### config.mk
export PLATFORM = sky130hd
export DESIGN_NAME = nor_host
export DESIGN_NICKNAME = d
export VERILOG_FILES = /design/src/design/nor_pkg.sv /design/src/design/nor_bbt_if.sv /design/src/design/nor_host.sv /design/src/design/nor_bbt_mem.sv
export SDC_FILE = /design/constraint.sdc
export NUM_CORES = 2
export LEC_CHECK = 0
export BUFFER_PORTS_ARGS = -buffer_cell sky130_fd_sc_hd__buf_2
export CAP_MARGIN = 20
export CORE_MARGIN = 5
export CORE_UTILIZATION = 45
export CTS_BUF_LIST = sky130_fd_sc_hd__clkbuf_4
export DETAILED_ROUTE_END_ITERATION = 6
export MAX_ROUTING_LAYER = met4
export PLACE_DENSITY = 0.66
export SLEW_MARGIN = 20
export SYNTH_ARGS = -nofsm -noshare
export SYNTH_HDL_FRONTEND = slang
export SYNTH_HIERARCHICAL = 1
export SYNTH_SLANG_ARGS = --single-unit
### constraint.sdc
create_clock -name MCLK_I -period 26.1 [get_ports MCLK_I]
set_input_delay 1.305 -clock MCLK_I [delete_from_list [all_inputs] [get_ports MCLK_I]]
set_output_delay 1.305 -clock MCLK_I [all_outputs]
set_load 0.005 [all_outputs]
### src/design/nor_pkg.sv
// Shared constants and types for the NAND flash host controller.
// Assumes a single 125 MHz clock and one 8-bit asynchronous NAND device on the pins.
// Function
// A reset command keeps the device busy for at most 5 us when idle, or 5/10/500 us mid-op.
// The device moves a page to its data register within 40 us with the busy line low.
// Every shipped location except factory bad-block markers reads as all-ones.
// A factory bad block has a non-all-ones byte at column 2048 of its first or second page.
// The host scans the markers into a bad-block table before erasing and masks those blocks.
// Block zero is valid for up to 1K program/erase cycles with 1-bit correction per 528 bytes.
// The host reads status after every program or erase and retires a block that failed.
// A failed block is replaced by copying its pages and is never programmed or erased again; code marks it bad, no copying.
// The host applies error correction to read data and keeps blocks with single-bit errors; code only outputs ECC_SYND_O.
// Pages in a block are programmed in ascending consecutive order from any start page; code checks only the last programmed block.
// While write strobe is low, command-latch, address-latch and chip select change at most once.
// Chip select may go inactive during data loading or readout without losing position.
// Five address cycles carry column bits 0-7, 8-11 and row bits 12-19, 20-27 and 28.
// A page read is read setup, five address cycles, then read confirm.
// The host waits for the ready/busy line before reading data out.
package nor_pkg;

	// --------------------------------------------------------------------
	// timing
	// --------------------------------------------------------------------
	localparam int CLK_PERIOD_NS = 8;

	function automatic int cyc_ceil(input int ns);
		return (ns + CLK_PERIOD_NS - 1) / CLK_PERIOD_NS;
	endfunction

	localparam int T_WP_NS = 12;
	localparam int T_WH_NS = 10;
	localparam int T_CS_NS = 20;
	localparam int T_ADL_NS = 100;
	localparam int T_WB_NS = 100;
	localparam int T_RR_NS = 20;
	localparam int T_REA_NS = 20;
	localparam int T_REH_NS = 15;
	localparam int T_RHW_NS = 100;
	localparam int T_WHR_NS = 60;
	localparam int RB_SYNC_CYC = 3;

	localparam int CNT_W = 5;
	localparam logic [CNT_W-1:0] CNT_ONE = 5'h01;
	localparam logic [CNT_W-1:0] WE_LO_CYC = CNT_W'(cyc_ceil(T_WP_NS));
	localparam logic [CNT_W-1:0] WE_HI_CYC = CNT_W'(cyc_ceil(T_WH_NS));
	localparam logic [CNT_W-1:0] CS_SU_CYC = CNT_W'(cyc_ceil(T_CS_NS));
	localparam logic [CNT_W-1:0] ADL_CYC = CNT_W'(cyc_ceil(T_ADL_NS));
	// busy may appear only after the synchroniser delay
	localparam logic [CNT_W-1:0] WB_CYC = CNT_W'(cyc_ceil(T_WB_NS) + RB_SYNC_CYC);
	localparam logic [CNT_W-1:0] RR_CYC = CNT_W'(cyc_ceil(T_RR_NS));
	// one extra cycle since the sample edge is the strobe's rising edge
	localparam logic [CNT_W-1:0] RE_LO_CYC = CNT_W'(cyc_ceil(T_REA_NS) + 1);
	localparam logic [CNT_W-1:0] RE_HI_CYC = CNT_W'(cyc_ceil(T_REH_NS));
	localparam logic [CNT_W-1:0] RHW_CYC = CNT_W'(cyc_ceil(T_RHW_NS));
	localparam logic [CNT_W-1:0] WHR_CYC = CNT_W'(cyc_ceil(T_WHR_NS));

	// --------------------------------------------------------------------
	// geometry and codes
	// --------------------------------------------------------------------
	localparam int COL_W = 12;
	localparam int PAGE_W = 6;
	localparam int BLK_W = 11;
	localparam int ROW_W = PAGE_W + BLK_W;
	localparam int LEN_W = 12;
	localparam int NUM_BLOCKS = 2048;
	localparam logic [COL_W-1:0] SPARE_COL = 12'h800;
	localparam logic [BLK_W-1:0] LAST_BLK = 11'h7FF;
	localparam logic [7:0] ERASED_BYTE = 8'hFF;
	localparam logic [7:0] CMD_READ_SETUP = 8'h00;
	localparam logic [7:0] CMD_READ_CONFIRM = 8'h30;
	localparam logic [7:0] CMD_RESET = 8'hFF;
	localparam logic [2:0] ADDR_FIRST_COL = 3'h0;
	localparam logic [2:0] ADDR_FIRST_ROW = 3'h2;
	localparam logic [2:0] ADDR_LAST = 3'h4;

	typedef enum logic [2:0] {
		OP_READ = 3'h0,
		OP_PROG = 3'h1,
		OP_ERASE = 3'h2,
		OP_RESET = 3'h3,
		OP_SCAN = 3'h4
	} nor_op_t;

	typedef enum {
		ST_IDLE, ST_CHECK, ST_CMD_A, ST_ADDR, ST_LOAD, ST_CMD_B, ST_WB,
		ST_BUSY, ST_GAP, ST_READ, ST_STAT_CMD, ST_STAT_RD, ST_FIN
	} nor_state_t;

	typedef enum {PH_IDLE, PH_SU, PH_LO, PH_HI} nor_phase_t;

endpackage

### src/design/nor_bbt_if.sv
// Port bundle between the sequencer and its bad-block table.
// Assumes both ends run on the controller clock.
interface nor_bbt_if;
	logic rd_en;
	logic [nor_pkg::BLK_W-1:0] rd_addr;
	logic rd_bad;
	logic wr_en;
	logic [nor_pkg::BLK_W-1:0] wr_addr;
	logic wr_bad;

	modport ctrl (output rd_en, output rd_addr, input rd_bad,
		output wr_en, output wr_addr, output wr_bad);
	modport mem (input rd_en, input rd_addr, output rd_bad,
		input wr_en, input wr_addr, input wr_bad);
endinterface

### src/design/nor_host.sv
// Host-side sequencer driving an 8-bit asynchronous NAND flash over its pins.
// Assumes one device, ready/busy pulled up outside, and a user that scans the table first.
module nor_host #(
	parameter logic [7:0] CMD_PROG_SETUP = 8'h80,
	parameter logic [7:0] CMD_PROG_CONFIRM = 8'h10,
	parameter logic [7:0] CMD_ERASE_SETUP = 8'h60,
	parameter logic [7:0] CMD_ERASE_CONFIRM = 8'hD0,
	parameter logic [7:0] CMD_STATUS = 8'h70,
	parameter int STAT_FAIL_BIT = 0
) (
	// clock and reset
	input wire logic MCLK_I,
	input wire logic RST_N_I,
	// command
	input wire logic CMD_VALID_I,
	input wire logic [2:0] CMD_OP_I,
	input wire logic [nor_pkg::BLK_W-1:0] CMD_BLOCK_I,
	input wire logic [nor_pkg::PAGE_W-1:0] CMD_PAGE_I,
	input wire logic [nor_pkg::COL_W-1:0] CMD_COL_I,
	input wire logic [nor_pkg::LEN_W-1:0] CMD_LEN_I,
	output logic CMD_READY_O,
	// write data
	input wire logic [7:0] WR_DATA_I,
	input wire logic WR_VALID_I,
	output logic WR_READY_O,
	// read data
	output logic [7:0] RD_DATA_O,
	output logic RD_VALID_O,
	output logic [19:0] ECC_SYND_O,
	// completion
	output logic DONE_O,
	output logic REFUSED_O,
	output logic FAIL_O,
	output logic [7:0] STATUS_O,
	output logic TABLE_READY_O,
	// flash pins
	output logic NAND_CE_N_O,
	output logic NAND_CLE_O,
	output logic NAND_ALE_O,
	output logic NAND_WE_N_O,
	output logic NAND_RE_N_O,
	input wire logic [7:0] NAND_DQ_I,
	output logic [7:0] NAND_DQ_O,
	output logic NAND_DQ_OE_O,
	input wire logic NAND_RB_N_I
);
	// --------------------------------------------------------------------
	// declarations
	// --------------------------------------------------------------------
	nor_pkg::nor_state_t st_q, nxt_q;
	nor_pkg::nor_phase_t ph_q;
	nor_pkg::nor_op_t op_q;
	logic [nor_pkg::CNT_W-1:0] cnt_q;
	logic [7:0] dout_q, din_q, status_q;
	logic [2:0] addr_idx_q;
	logic [nor_pkg::LEN_W-1:0] remain_q;
	logic [nor_pkg::BLK_W-1:0] blk_q, prog_blk_q;
	logic [nor_pkg::PAGE_W-1:0] pg_q, prog_pg_q;
	logic [nor_pkg::COL_W-1:0] col_q, col_ptr_q, syn_idx_q;
	logic [7:0] syn_par_q;
	logic prog_any_q, table_ready_q, refused_q, fail_q, done_q;
	logic scan_pg_q, smp_q, rd_valid_q;
	logic rb_s1_q, rb_s2_q, rb_s3_q, rb_rdy_q;
	logic bbt_wr_q, bbt_wd_q;
	logic wr_st, rd_st, lo_end, hi_end, cnt_end, accept, order_bad, refuse;
	nor_bbt_if bbt ();

	nor_bbt_mem u_bbt (
		.clk_i(MCLK_I),
		.rst_n_i(RST_N_I),
		.port(bbt.mem)
	);

	// --------------------------------------------------------------------
	// helpers
	// --------------------------------------------------------------------
	function automatic logic [7:0] first_cmd(input nor_pkg::nor_op_t op);
		unique case (op)
			nor_pkg::OP_PROG: return CMD_PROG_SETUP;
			nor_pkg::OP_ERASE: return CMD_ERASE_SETUP;
			nor_pkg::OP_RESET: return nor_pkg::CMD_RESET;
			default: return nor_pkg::CMD_READ_SETUP;
		endcase
	endfunction

	function automatic logic [7:0] addr_byte(input logic [2:0] idx,
		input logic [nor_pkg::COL_W-1:0] col, input logic [nor_pkg::ROW_W-1:0] row);
		unique case (idx)
			3'h0: return col[7:0];
			3'h1: return {4'h0, col[11:8]};
			3'h2: return row[7:0];
			3'h3: return row[15:8];
			default: return {7'h00, row[16]};
		endcase
	endfunction

	assign wr_st = st_q inside {nor_pkg::ST_CMD_A, nor_pkg::ST_ADDR, nor_pkg::ST_LOAD,
		nor_pkg::ST_CMD_B, nor_pkg::ST_STAT_CMD};
	assign rd_st = st_q inside {nor_pkg::ST_READ, nor_pkg::ST_STAT_RD};
	assign cnt_end = cnt_q == nor_pkg::CNT_ONE;
	assign lo_end = ph_q == nor_pkg::PH_LO && cnt_end;
	assign hi_end = ph_q == nor_pkg::PH_HI && cnt_end;
	assign accept = st_q == nor_pkg::ST_IDLE && CMD_VALID_I;
	assign order_bad = op_q == nor_pkg::OP_PROG && prog_any_q && blk_q == prog_blk_q
		&& {1'b0, pg_q} != {1'b0, prog_pg_q} + 7'h01;
	assign refuse = op_q inside {nor_pkg::OP_PROG, nor_pkg::OP_ERASE}
		&& (!table_ready_q || bbt.rd_bad || order_bad);

	assign bbt.rd_en = accept;
	assign bbt.rd_addr = CMD_BLOCK_I;
	assign bbt.wr_en = bbt_wr_q;
	assign bbt.wr_addr = blk_q;
	assign bbt.wr_bad = bbt_wd_q;

	assign CMD_READY_O = st_q == nor_pkg::ST_IDLE;
	assign WR_READY_O = st_q == nor_pkg::ST_LOAD && ph_q == nor_pkg::PH_IDLE;
	assign RD_DATA_O = din_q;
	assign RD_VALID_O = rd_valid_q;
	assign ECC_SYND_O = {syn_par_q, syn_idx_q};
	assign DONE_O = done_q;
	assign REFUSED_O = refused_q;
	assign FAIL_O = fail_q;
	assign STATUS_O = status_q;
	assign TABLE_READY_O = table_ready_q;

	// --------------------------------------------------------------------
	// ready/busy synchroniser
	// --------------------------------------------------------------------
	always_ff @(posedge MCLK_I or negedge RST_N_I)
	begin
		if (!RST_N_I)
		begin
			{rb_s3_q, rb_s2_q, rb_s1_q} <= 3'h0;
			rb_rdy_q <= 1'b0;
		end
		else
		begin
			{rb_s3_q, rb_s2_q, rb_s1_q} <= {rb_s2_q, rb_s1_q, NAND_RB_N_I};
			if (rb_s2_q == rb_s3_q)
				rb_rdy_q <= rb_s3_q;
		end
	end

	// --------------------------------------------------------------------
	// sequencer
	// --------------------------------------------------------------------
	always_ff @(posedge MCLK_I or negedge RST_N_I)
	begin
		if (!RST_N_I)
		begin
			st_q <= nor_pkg::ST_IDLE;
			nxt_q <= nor_pkg::ST_IDLE;
			ph_q <= nor_pkg::PH_IDLE;
			op_q <= nor_pkg::OP_READ;
			cnt_q <= '0;
			dout_q <= 8'h00;
			addr_idx_q <= 3'h0;
			remain_q <= '0;
			blk_q <= '0;
			pg_q <= '0;
			col_q <= '0;
			scan_pg_q <= 1'b0;
			done_q <= 1'b0;
		end
		else
		begin
			done_q <= st_q == nor_pkg::ST_FIN && cnt_end;
			// strobe phase timing shared by every bus cycle
			if (ph_q != nor_pkg::PH_IDLE && !cnt_end)
				cnt_q <= cnt_q - nor_pkg::CNT_ONE;
			if (ph_q == nor_pkg::PH_SU && cnt_end)
			begin
				ph_q <= nor_pkg::PH_LO;
				cnt_q <= nor_pkg::WE_LO_CYC;
			end
			if (lo_end)
			begin
				ph_q <= nor_pkg::PH_HI;
				cnt_q <= wr_st ? nor_pkg::WE_HI_CYC : nor_pkg::RE_HI_CYC;
			end
			// latch lines only move at the end of a high phase or a gap, or as a setup or low phase starts from idle
			unique case (st_q)
				nor_pkg::ST_IDLE:
					if (accept)
					begin
						op_q <= nor_nor_op(CMD_OP_I);
						blk_q <= CMD_BLOCK_I;
						pg_q <= CMD_OP_I == nor_pkg::OP_SCAN ? '0 : CMD_PAGE_I;
						col_q <= CMD_OP_I == nor_pkg::OP_SCAN ? nor_pkg::SPARE_COL : CMD_COL_I;
						remain_q <= CMD_OP_I == nor_pkg::OP_SCAN ? 12'h001 : CMD_LEN_I;
						scan_pg_q <= 1'b0;
						st_q <= nor_pkg::ST_CHECK;
					end
				nor_pkg::ST_CHECK:
					if (refuse)
					begin
						st_q <= nor_pkg::ST_FIN;
						cnt_q <= nor_pkg::CNT_ONE;
					end
					else
					begin
						st_q <= nor_pkg::ST_CMD_A;
						dout_q <= first_cmd(op_q);
						ph_q <= nor_pkg::PH_LO;
						cnt_q <= nor_pkg::WE_LO_CYC;
					end
				nor_pkg::ST_CMD_A:
					if (hi_end)
					begin
						if (op_q == nor_pkg::OP_RESET)
						begin
							st_q <= nor_pkg::ST_WB;
							ph_q <= nor_pkg::PH_IDLE;
							cnt_q <= nor_pkg::WB_CYC;
						end
						else
						begin
							st_q <= nor_pkg::ST_ADDR;
							addr_idx_q <= op_q == nor_pkg::OP_ERASE ?
								nor_pkg::ADDR_FIRST_ROW : nor_pkg::ADDR_FIRST_COL;
							dout_q <= addr_byte(op_q == nor_pkg::OP_ERASE ?
								nor_pkg::ADDR_FIRST_ROW : nor_pkg::ADDR_FIRST_COL,
								col_q, {blk_q, pg_q});
							ph_q <= nor_pkg::PH_LO;
							cnt_q <= nor_pkg::WE_LO_CYC;
						end
					end
				nor_pkg::ST_ADDR:
					if (hi_end)
					begin
						ph_q <= nor_pkg::PH_LO;
						cnt_q <= nor_pkg::WE_LO_CYC;
						if (addr_idx_q != nor_pkg::ADDR_LAST)
						begin
							addr_idx_q <= addr_idx_q + 3'h1;
							dout_q <= addr_byte(addr_idx_q + 3'h1, col_q, {blk_q, pg_q});
						end
						else if (op_q == nor_pkg::OP_PROG)
						begin
							st_q <= nor_pkg::ST_GAP;
							nxt_q <= nor_pkg::ST_LOAD;
							ph_q <= nor_pkg::PH_IDLE;
							cnt_q <= nor_pkg::ADL_CYC;
						end
						else
						begin
							st_q <= nor_pkg::ST_CMD_B;
							dout_q <= op_q == nor_pkg::OP_ERASE ?
								CMD_ERASE_CONFIRM : nor_pkg::CMD_READ_CONFIRM;
						end
					end
				nor_pkg::ST_LOAD:
					// chip select released while the source has nothing
					if (ph_q == nor_pkg::PH_IDLE && WR_VALID_I)
					begin
						dout_q <= WR_DATA_I;
						ph_q <= nor_pkg::PH_SU;
						cnt_q <= nor_pkg::CS_SU_CYC;
					end
					else if (hi_end)
					begin
						if (remain_q <= 12'h001)
						begin
							st_q <= nor_pkg::ST_CMD_B;
							dout_q <= CMD_PROG_CONFIRM;
							ph_q <= nor_pkg::PH_LO;
							cnt_q <= nor_pkg::WE_LO_CYC;
						end
						else
						begin
							remain_q <= remain_q - 12'h001;
							ph_q <= nor_pkg::PH_IDLE;
						end
					end
				nor_pkg::ST_CMD_B, nor_pkg::ST_STAT_CMD:
					if (hi_end)
					begin
						st_q <= st_q == nor_pkg::ST_CMD_B ? nor_pkg::ST_WB : nor_pkg::ST_GAP;
						nxt_q <= nor_pkg::ST_STAT_RD;
						ph_q <= nor_pkg::PH_IDLE;
						cnt_q <= st_q == nor_pkg::ST_CMD_B ? nor_pkg::WB_CYC : nor_pkg::WHR_CYC;
					end
				nor_pkg::ST_WB:
					if (cnt_end)
						st_q <= nor_pkg::ST_BUSY;
					else
						cnt_q <= cnt_q - nor_pkg::CNT_ONE;
				nor_pkg::ST_BUSY:
					// array load or reset recovery ends when ready returns
					if (rb_rdy_q)
					begin
						st_q <= nor_pkg::ST_GAP;
						cnt_q <= nor_pkg::RR_CYC;
						if (op_q inside {nor_pkg::OP_READ, nor_pkg::OP_SCAN})
							nxt_q <= nor_pkg::ST_READ;
						else if (op_q == nor_pkg::OP_RESET)
							nxt_q <= nor_pkg::ST_FIN;
						else
							nxt_q <= nor_pkg::ST_STAT_CMD;
					end
				nor_pkg::ST_GAP:
					if (!cnt_end)
						cnt_q <= cnt_q - nor_pkg::CNT_ONE;
					else
					begin
						st_q <= nxt_q;
						unique case (nxt_q)
							nor_pkg::ST_READ, nor_pkg::ST_STAT_RD:
							begin
								ph_q <= nor_pkg::PH_LO;
								cnt_q <= nor_pkg::RE_LO_CYC;
							end
							nor_pkg::ST_CMD_A, nor_pkg::ST_STAT_CMD:
							begin
								dout_q <= nxt_q == nor_pkg::ST_CMD_A ? first_cmd(op_q) : CMD_STATUS;
								ph_q <= nor_pkg::PH_LO;
								cnt_q <= nor_pkg::WE_LO_CYC;
							end
							nor_pkg::ST_FIN:
								cnt_q <= nor_pkg::RHW_CYC;
							default:
								ph_q <= nor_pkg::PH_IDLE;
						endcase
					end
				nor_pkg::ST_READ:
					if (hi_end)
					begin
						if (remain_q > 12'h001)
						begin
							remain_q <= remain_q - 12'h001;
							ph_q <= nor_pkg::PH_LO;
							cnt_q <= nor_pkg::RE_LO_CYC;
						end
						else if (op_q == nor_pkg::OP_SCAN && !scan_pg_q && din_q == nor_pkg::ERASED_BYTE)
						begin
							// marker may sit in the second page instead
							scan_pg_q <= 1'b1;
							pg_q <= pg_q + 6'h01;
							st_q <= nor_pkg::ST_GAP;
							nxt_q <= nor_pkg::ST_CMD_A;
							ph_q <= nor_pkg::PH_IDLE;
							cnt_q <= nor_pkg::RHW_CYC;
						end
						else
						begin
							st_q <= nor_pkg::ST_FIN;
							ph_q <= nor_pkg::PH_IDLE;
							cnt_q <= nor_pkg::RHW_CYC;
						end
					end
				nor_pkg::ST_STAT_RD:
					if (hi_end)
					begin
						st_q <= nor_pkg::ST_FIN;
						ph_q <= nor_pkg::PH_IDLE;
						cnt_q <= nor_pkg::RHW_CYC;
					end
				nor_pkg::ST_FIN:
					if (cnt_end)
						st_q <= nor_pkg::ST_IDLE;
					else
						cnt_q <= cnt_q - nor_pkg::CNT_ONE;
			endcase
		end
	end

	function automatic nor_pkg::nor_op_t nor_nor_op(input logic [2:0] code);
		return code > 3'h4 ? nor_pkg::OP_READ : nor_pkg::nor_op_t'(code);
	endfunction

	// --------------------------------------------------------------------
	// table upkeep, result flags and program order
	// --------------------------------------------------------------------
	always_ff @(posedge MCLK_I or negedge RST_N_I)
	begin
		if (!RST_N_I)
		begin
			bbt_wr_q <= 1'b0;
			bbt_wd_q <= 1'b0;
			table_ready_q <= 1'b0;
			refused_q <= 1'b0;
			fail_q <= 1'b0;
			status_q <= 8'h00;
			prog_any_q <= 1'b0;
			prog_blk_q <= '0;
			prog_pg_q <= '0;
		end
		else
		begin
			bbt_wr_q <= 1'b0;
			if (accept)
			begin
				refused_q <= 1'b0;
				fail_q <= 1'b0;
			end
			if (st_q == nor_pkg::ST_CHECK && refuse)
				refused_q <= 1'b1;
			if (st_q == nor_pkg::ST_CHECK && !refuse && op_q == nor_pkg::OP_PROG)
			begin
				prog_any_q <= 1'b1;
				prog_blk_q <= blk_q;
				prog_pg_q <= pg_q;
			end
			if (st_q == nor_pkg::ST_CHECK && !refuse && op_q == nor_pkg::OP_ERASE
				&& blk_q == prog_blk_q)
				prog_any_q <= 1'b0;
			// any non-erased marker byte retires the block
			if (st_q == nor_pkg::ST_READ && hi_end && op_q == nor_pkg::OP_SCAN
				&& (scan_pg_q || din_q != nor_pkg::ERASED_BYTE))
			begin
				bbt_wr_q <= 1'b1;
				bbt_wd_q <= din_q != nor_pkg::ERASED_BYTE;
				if (blk_q == nor_pkg::LAST_BLK)
					table_ready_q <= 1'b1;
			end
			if (st_q == nor_pkg::ST_STAT_RD && hi_end)
			begin
				status_q <= din_q;
				fail_q <= din_q[STAT_FAIL_BIT];
				// a failed block is refused for program and erase from now on, but can still be read
				if (din_q[STAT_FAIL_BIT])
				begin
					bbt_wr_q <= 1'b1;
					bbt_wd_q <= 1'b1;
				end
			end
		end
	end

	// --------------------------------------------------------------------
	// read capture and correction syndrome
	// --------------------------------------------------------------------
	// data bus is stable around the strobe edge, so it is sampled without a synchroniser
	always_ff @(posedge MCLK_I or negedge RST_N_I)
	begin
		if (!RST_N_I)
		begin
			smp_q <= 1'b0;
			din_q <= 8'h00;
			rd_valid_q <= 1'b0;
			col_ptr_q <= '0;
			syn_idx_q <= '0;
			syn_par_q <= 8'h00;
		end
		else
		begin
			smp_q <= rd_st && lo_end;
			rd_valid_q <= smp_q && st_q == nor_pkg::ST_READ && op_q == nor_pkg::OP_READ;
			if (smp_q)
				din_q <= NAND_DQ_I;
			if (accept)
			begin
				col_ptr_q <= CMD_COL_I;
				syn_idx_q <= '0;
				syn_par_q <= 8'h00;
			end
			else if (smp_q && st_q == nor_pkg::ST_READ && op_q == nor_pkg::OP_READ)
			begin
				// column parity plus odd-byte position: user corrects single bits
				syn_par_q <= syn_par_q ^ NAND_DQ_I;
				if (^NAND_DQ_I)
					syn_idx_q <= syn_idx_q ^ col_ptr_q;
				col_ptr_q <= col_ptr_q + 12'h001;
			end
		end
	end

	// --------------------------------------------------------------------
	// pin drivers, registered so strobes never glitch
	// --------------------------------------------------------------------
	always_ff @(posedge MCLK_I or negedge RST_N_I)
	begin
		if (!RST_N_I)
		begin
			NAND_CE_N_O <= 1'b1;
			NAND_CLE_O <= 1'b0;
			NAND_ALE_O <= 1'b0;
			NAND_WE_N_O <= 1'b1;
			NAND_RE_N_O <= 1'b1;
			NAND_DQ_O <= 8'h00;
			NAND_DQ_OE_O <= 1'b0;
		end
		else
		begin
			NAND_CE_N_O <= st_q inside {nor_pkg::ST_IDLE, nor_pkg::ST_CHECK, nor_pkg::ST_FIN}
				|| (st_q == nor_pkg::ST_LOAD && ph_q == nor_pkg::PH_IDLE);
			NAND_CLE_O <= st_q inside {nor_pkg::ST_CMD_A, nor_pkg::ST_CMD_B, nor_pkg::ST_STAT_CMD};
			NAND_ALE_O <= st_q == nor_pkg::ST_ADDR;
			NAND_WE_N_O <= !(wr_st && ph_q == nor_pkg::PH_LO);
			NAND_RE_N_O <= !(rd_st && ph_q == nor_pkg::PH_LO);
			NAND_DQ_O <= dout_q;
			NAND_DQ_OE_O <= wr_st && ph_q != nor_pkg::PH_IDLE;
		end
	end

endmodule // nor_host

### src/design/nor_bbt_mem.sv
// One bad flag per block; registered read data.
// Assumes every entry is written by a scan before it is trusted.
module nor_bbt_mem (
	// clock and reset
	input wire logic clk_i,
	input wire logic rst_n_i,
	// table access
	nor_bbt_if.mem port
);
	logic mem_q [nor_pkg::NUM_BLOCKS];

	always_ff @(posedge clk_i)
	begin
		if (port.wr_en)
			mem_q[port.wr_addr] <= port.wr_bad;
	end

	always_ff @(posedge clk_i or negedge rst_n_i)
	begin
		if (!rst_n_i)
			port.rd_bad <= 1'b0;
		else if (port.rd_en)
			port.rd_bad <= mem_q[port.rd_addr];
	end
endmodule // nor_bbt_mem

## Yosys cells after proc, flatten, opt, wreduce, memory -nomap -nowiden

Memory sizes are Yosys's and may differ from the RTL's. A register that Yosys moved wholly into a read port is not among the register bits.
Cells that the tools add are included.

| cells by class | value |
|---|---|
| muxes and demuxes | 134 |
| bitwise operators | 2 |
| add/sub/neg operators | 6 |
| eq/ne operators | 73 |
| reduce and logical (&&, ||, !) cells | 79 |
| order comparisons | 3 |

Operators by type and width:

| kind | count |
|---|---|
| $mux 32 | 33 |
| $pmux 32 s12 | 1 |
| $eq 32x4->1 const B | 11 |
| $eq 32x3->1 const B | 8 |
| $pmux 32 s7 | 1 |
| $eq 32x2->1 const B | 5 |
| $mux 12 | 13 |
| $pmux 32 s4 | 1 |
| $mux 8 | 15 |
| $eq 32x5->1 const B | 3 |
| $logic_not 32->1 | 3 |
| $mux 5 | 16 |
| $pmux 32 s2 | 1 |
| $pmux 8 s4 | 2 |
| $pmux 5 s10 | 1 |
| $pmux 8 s5 | 1 |
| $ne 2x2->1 const B | 18 |
| $pmux 12 s3 | 1 |
| $eq 32x1->1 const B | 1 |
| $reduce_bool 32->1 | 1 |
| $mux 6 | 5 |
| $logic_and 1x1->1 | 29 |
| $mux 3 | 9 |
| $mux 4 | 6 |
| other kinds (51) | 112 |

| word-level totals | value |
|---|---|
| bits in registers | 249 |
| memories | 1 |
| memory bits (writable) | 2048 |
| logic and storage cells | 337 |
| output and inout bits | 57 |
| bits of input ports | 65 |

Memories:

| memory | words | width | read ports | clocked after memory_dff | wr ports | RTL line | RTL |
|---|---|---|---|---|---|---|---|
| u_bbt.mem_q | 2048 | 1 | 1 | 1 | 1 | nor_bbt_mem.sv:10 | `logic mem_q [nor_pkg::NUM_BLOCKS];` |

## Logic depth before layout (Yosys ltp)

| logic depth | value |
|---|---|
| word-level depth | 11 |
| depth in mapped cells | 14 |
| gate-level depth less buffers | 11 |

## Hierarchy

Netlist, hierarchy kept.

Modules (own cells, without submodules):

| module | instances | area each (um2) | cells an instance | sequential area each (um2) |
|---|---|---|---|---|
| nor_bbt_mem | 1 | 88534.9 | 5976 | 61524.0 |
| nor_host | 1 | 10024.6 | 1063 | 4833.4 |

## Worst setup path before layout

No wires, ideal clock.

| path | value |
|---|---|
| path kind | reg2reg |
| from | reg bbt_wd_q, in the netlist bbt.wr_bad |
| to | mem u_bbt.mem_q[0] (data pin) |
| arrival time | 23350 ps |
| buffers on the path | 0 |
| setup slack | -2260 ps |
| setup time | 5010 ps |
| data required time | 21090 ps |
| period minus slack after synthesis | 28360 ps |
| cell stages (with the launch flop) | 1 |
| cell sequence | dfrtp_1 |

RTL lines:

| what | RTL line | RTL |
|---|---|---|
| start: declaration | nor_host.sv:64 | `logic bbt_wr_q, bbt_wd_q;` |
| start signal: assignment | nor_host.sv:412 | `bbt_wd_q <= din_q != nor_pkg::ERASED_BYTE;` |
| end: declaration | nor_bbt_mem.sv:10 |  |

Straight into the memory's write port.

==> impl_metrics.py <==
metrics = {
    "drt": {
        "vias": 63500,
        "detail_route.iter0.violations": 9027,
        "wl_um": 280000,
        "firstDrtPassIters": 6,
        "ant_nets": 0,
        "drcViolationCount": 0,
        "avgViaCountPerCell": 6.07,
        "avgRoutedWirePerCell_um": 26.8,
    },
    "power_and_ir_drop": {
        "power_density_nw_per_um2": 73.3,
        "power_leakage_nw": 29.6,
        "peakVddDrop_mv": 0.0540,
    },
    "critical_path": {
        "worstPathArrival_ns": 6.68,
        "cpLargestDelayFamily": "buffers and inverters",
        "slowest_delay_ns": 0.72,
        "required_ns": 27.38,
        "crit_chain": "buf_8 > buf_12 > buf_12 > buf_4 > mux4_2 > mux2_2 > o21ai_0 > a211oi_1 > or4_1 > o21ai_0 > o32ai_1",
        "cp_num_buf_inv": 4,
        "start_kind": "input pin",
        "path_class": "in -> reg",
        "cp-end-kind": "register",
        "path_max_fanout": 92,
        "cp_slowest_cell": "buf_4",
    },
    "floorplan": {
        "pin_count": 122,
        "core_um2": 218000,
        "die_x_um": 478,
        "num_rows": 171,
        "die_area_um2": 228000,
        "die_h_um": 478,
        "start_util_pct": 45.3,
    },
    "sta": {
        "setup_tns_ns": 0,
        "setup_ws_ns": 20.69,
        "fin_crit_sh_pct": 20.7,
        "max_freq_ghz": 0.185,
        "hold_violations": 0,
        "finalSetupViolCount": 0,
        "hold_ws_ns": 0.136,
        "finClkSkew_ns": 0.131,
        "fin_crit_ns": 5.41,
        "slew_headroom_pct": 18.0,
        "tightest_slew_ns": 1.23,
        "slew_viol_final": 0,
        "rsz0062_at_grt": "false",
    },
    "synth": {
        "synth_top_family_by_area": "multiplexers",
        "synthXorXnorAreaFrac_pct": 0.578,
        "synth_nets": 7117,
        "synth.area.mux_share_pct": 13.8,
        "yosys_warnings": 6,
        "syn-cell-area_um2": 98600,
        "synth_seq_cells": 2242,
        "ys_types": 85,
        "synthAdderAreaFrac_pct": 0.175,
        "synthFlopType": "edfxtp_1",
        "syn_inst": 7039,
        "synth_edf_count": 2048,
        "async_flop_share_pct": 8.65,
        "ys_seq_area_share_pct": 67.3,
        "syn_area_per_cell_um2": 14.0,
        "synth-compound-area-share_pct": 3.34,
        "yosys.area_share.simple_pct": 11.6,
    },
    "grt": {
        "grt_max_degree": 261,
        "grt_overflow": 0,
        "grt_pass1_wl_um": 411000,
        "grt_pass1_vias": 62900,
        "track_usage_pct": 24.8,
        "antenna_found_initial": 10,
    },
    "finish": {
        "mostFrequentLayoutCell": "nor2_1",
        "area_growth_pct": 10.1,
        "fin_util_pct": 49.9,
        "final_cell_mix": "nor2_1 (2174), edfxtp_1 (2048), clkbuf_4 (857)",
        "layout-drive-gt1-share_pct": 23.9,
        "fin_nets": 7311,
    },
    "placement": {
        "dpl.hpwl_um": 149000,
        "io_buffers": 121,
        "gp_congestion": 0.902,
        "place_ws_ns": 19.27,
    },
    "run": {
        "cap_violations": 0,
    },
    "clock_network": {
        "clock_latency_ns": 1.43,
        "post_cts_resized": 0,
        "clock-root-buffer": "clkbuf_4",
        "cts_made_buffers": 588,
        "clock_path_buffers": 4,
        "cts_setup_buffers": 0,
        "h-tree-depth": 6,
        "cts.clk_slew.worst_paths_ns": 0.06,
        "cts_tree": "done",
        "cts.sinks": 2242,
    },
    "min_path": {
        "hold_path.class": "in -> reg",
    },
    "status": {
        "status": "completed",
    },
}
==> cells in the mapped netlist, types with 13 or more instances <==
master       n  area (µm²)
nor2_1    2176        8170
edfxtp_1  2048       61500
mux4_2     484       10900
clkbuf_1   418        1570
nand2_1    302        1130
dfrtp_1    191        4780
mux2i_1    138        1380
buf_1      102         383
o21ai_0     89         445
nand3_1     87         435
o22ai_1     84         526
a21oi_1     83         415
mux2_2      75         845
buf_2       65         325
nor2b_1     62         388
nor3_1      46         230
a22oi_1     43         323
xor2_1      39         342
a211oi_1    37         278
buf_4       32         240
nand2b_1    29         181
xnor2_1     26         228
inv_1       24        90.1
buf_6       22         248
nand4_1     22         138
nor4_1      22         138
o211ai_1    18         135
a31oi_1     17         106
mux4_1      17         447
buf_8       13         195
ha_1        13         163
nor3b_1     13        97.6
==> power by group <==
group	switching (mW)	internal, mW	total (mW)
sequential	0.119	3.95	4.07
clock	1.40	1.55	2.94
combinational	0.643	0.301	0.944
total	2.16	5.79	7.95
==> stage by stage <==
step,instance area [µm²],total power [mW],instances
5_1_grt,108000,8.28,10400
2_1_floorplan,98600,4.71,7039
6_report,109000,7.95,10500
3_5_place_dp,101000,5.05,9484
3_3_place_gp,101000,5.04,9483
4_1_cts,108000,7.98,10400
==> repair_timing <==
| action | CTS | global route |
|---|---|---|
| hold buffers | 2 | 0 |
| hold endpoints to repair | 65 | 0 |
| setup endpoints to repair | 0 | 0 |
==> cell families (layout without fill, tap and decap cells) <==
group | after synthesis | in the layout
buffers and inverters | 682 | 1230
AOI/OAI and AO/OA | 489 | 489
DFF | 2242 | 2242
muxes | 714 | 714
and+or+nand+nor | 2833 | 2833
adders and majority gates | 14 | 14
xor gates and xnor gates | 65 | 65
other | 0 | 12
==> metal layers <==
layer	part of all wire (%)	up-vias	GRT usage, %
li1	-	26500	-
met1	38	32600	32.1
met2	48	3781	38.4
met3	11	656	5.23
met4	3.7	0	9.93
met5	0	-	-
==> flip-flops by register name, summed over array words and instances, names as in the netlist, 4 cells and up <==
name	flops
NAND_DQ_O	8
cnt_q	5
st_q	4
dout_q	8
pg_q	6
nxt_q	4
syn_idx_q	12
ph_q	32
syn_par_q	8
bbt.wr_addr	11
u_bbt/mem_q	2048
prog_pg_q	6
remain_q	12
prog_blk_q	11
RD_DATA_O	8
col_q	12
col_ptr_q	12
STATUS_O	8
==> worst paths after layout <==
| check | start | end | slack (ns) | cells after the start |
|---|---|---|---|---|
| setup / recovery | CMD_BLOCK_I[0] | u_bbt/port.rd_bad$_DFFE_PN0P_ | 20.69 | 11 |
| hold / removal | CMD_COL_I[2] | col_ptr_q[2]$_DFFE_PN0P_ | 0.14 | 3 |
| setup reg to reg | bbt.wr_bad$_DFF_PN0_ | u_bbt/mem_q[186]$_DFFE_PP_ | 20.91 | 4 |
| hold reg to reg | dout_q[0]$_DFFE_PN0P_ | NAND_DQ_O[0]$_DFF_PN0_ | 0.35 | 0 |
| max in group asynchronous | RST_N_I | bbt.wr_bad$_DFF_PN0_ | 24.26 | 3 |
| min in group asynchronous | RST_N_I | ph_q[18]$_DFF_PN0_ | 0.46 | 2 |
==> tightest hold or removal path, delay by kind of cell <==
kind | cells | cell delay [ns]
AO/OA/AOI/OAI | 1 | 0.06
AND/OR/NAND/NOR | 1 | 0.05
buffers and inverters | 1 | 0.10
==> cell type report <==
class | count | area (µm²)
Tap cell | 2854 | 3570
Fill cell | 18400 | 109000
Inverter | 27 | 101
Clock buffer | 857 | 6430
Timing Repair Buffer | 259 | 1850
Multi-Input combinational cell | 4115 | 29700
Sequential cell | 2242 | 66400
Antenna cell | 12 | 30.0
Clock inverter | 87 | 498
No activity file was read; power rests on OpenSTA's default activity.
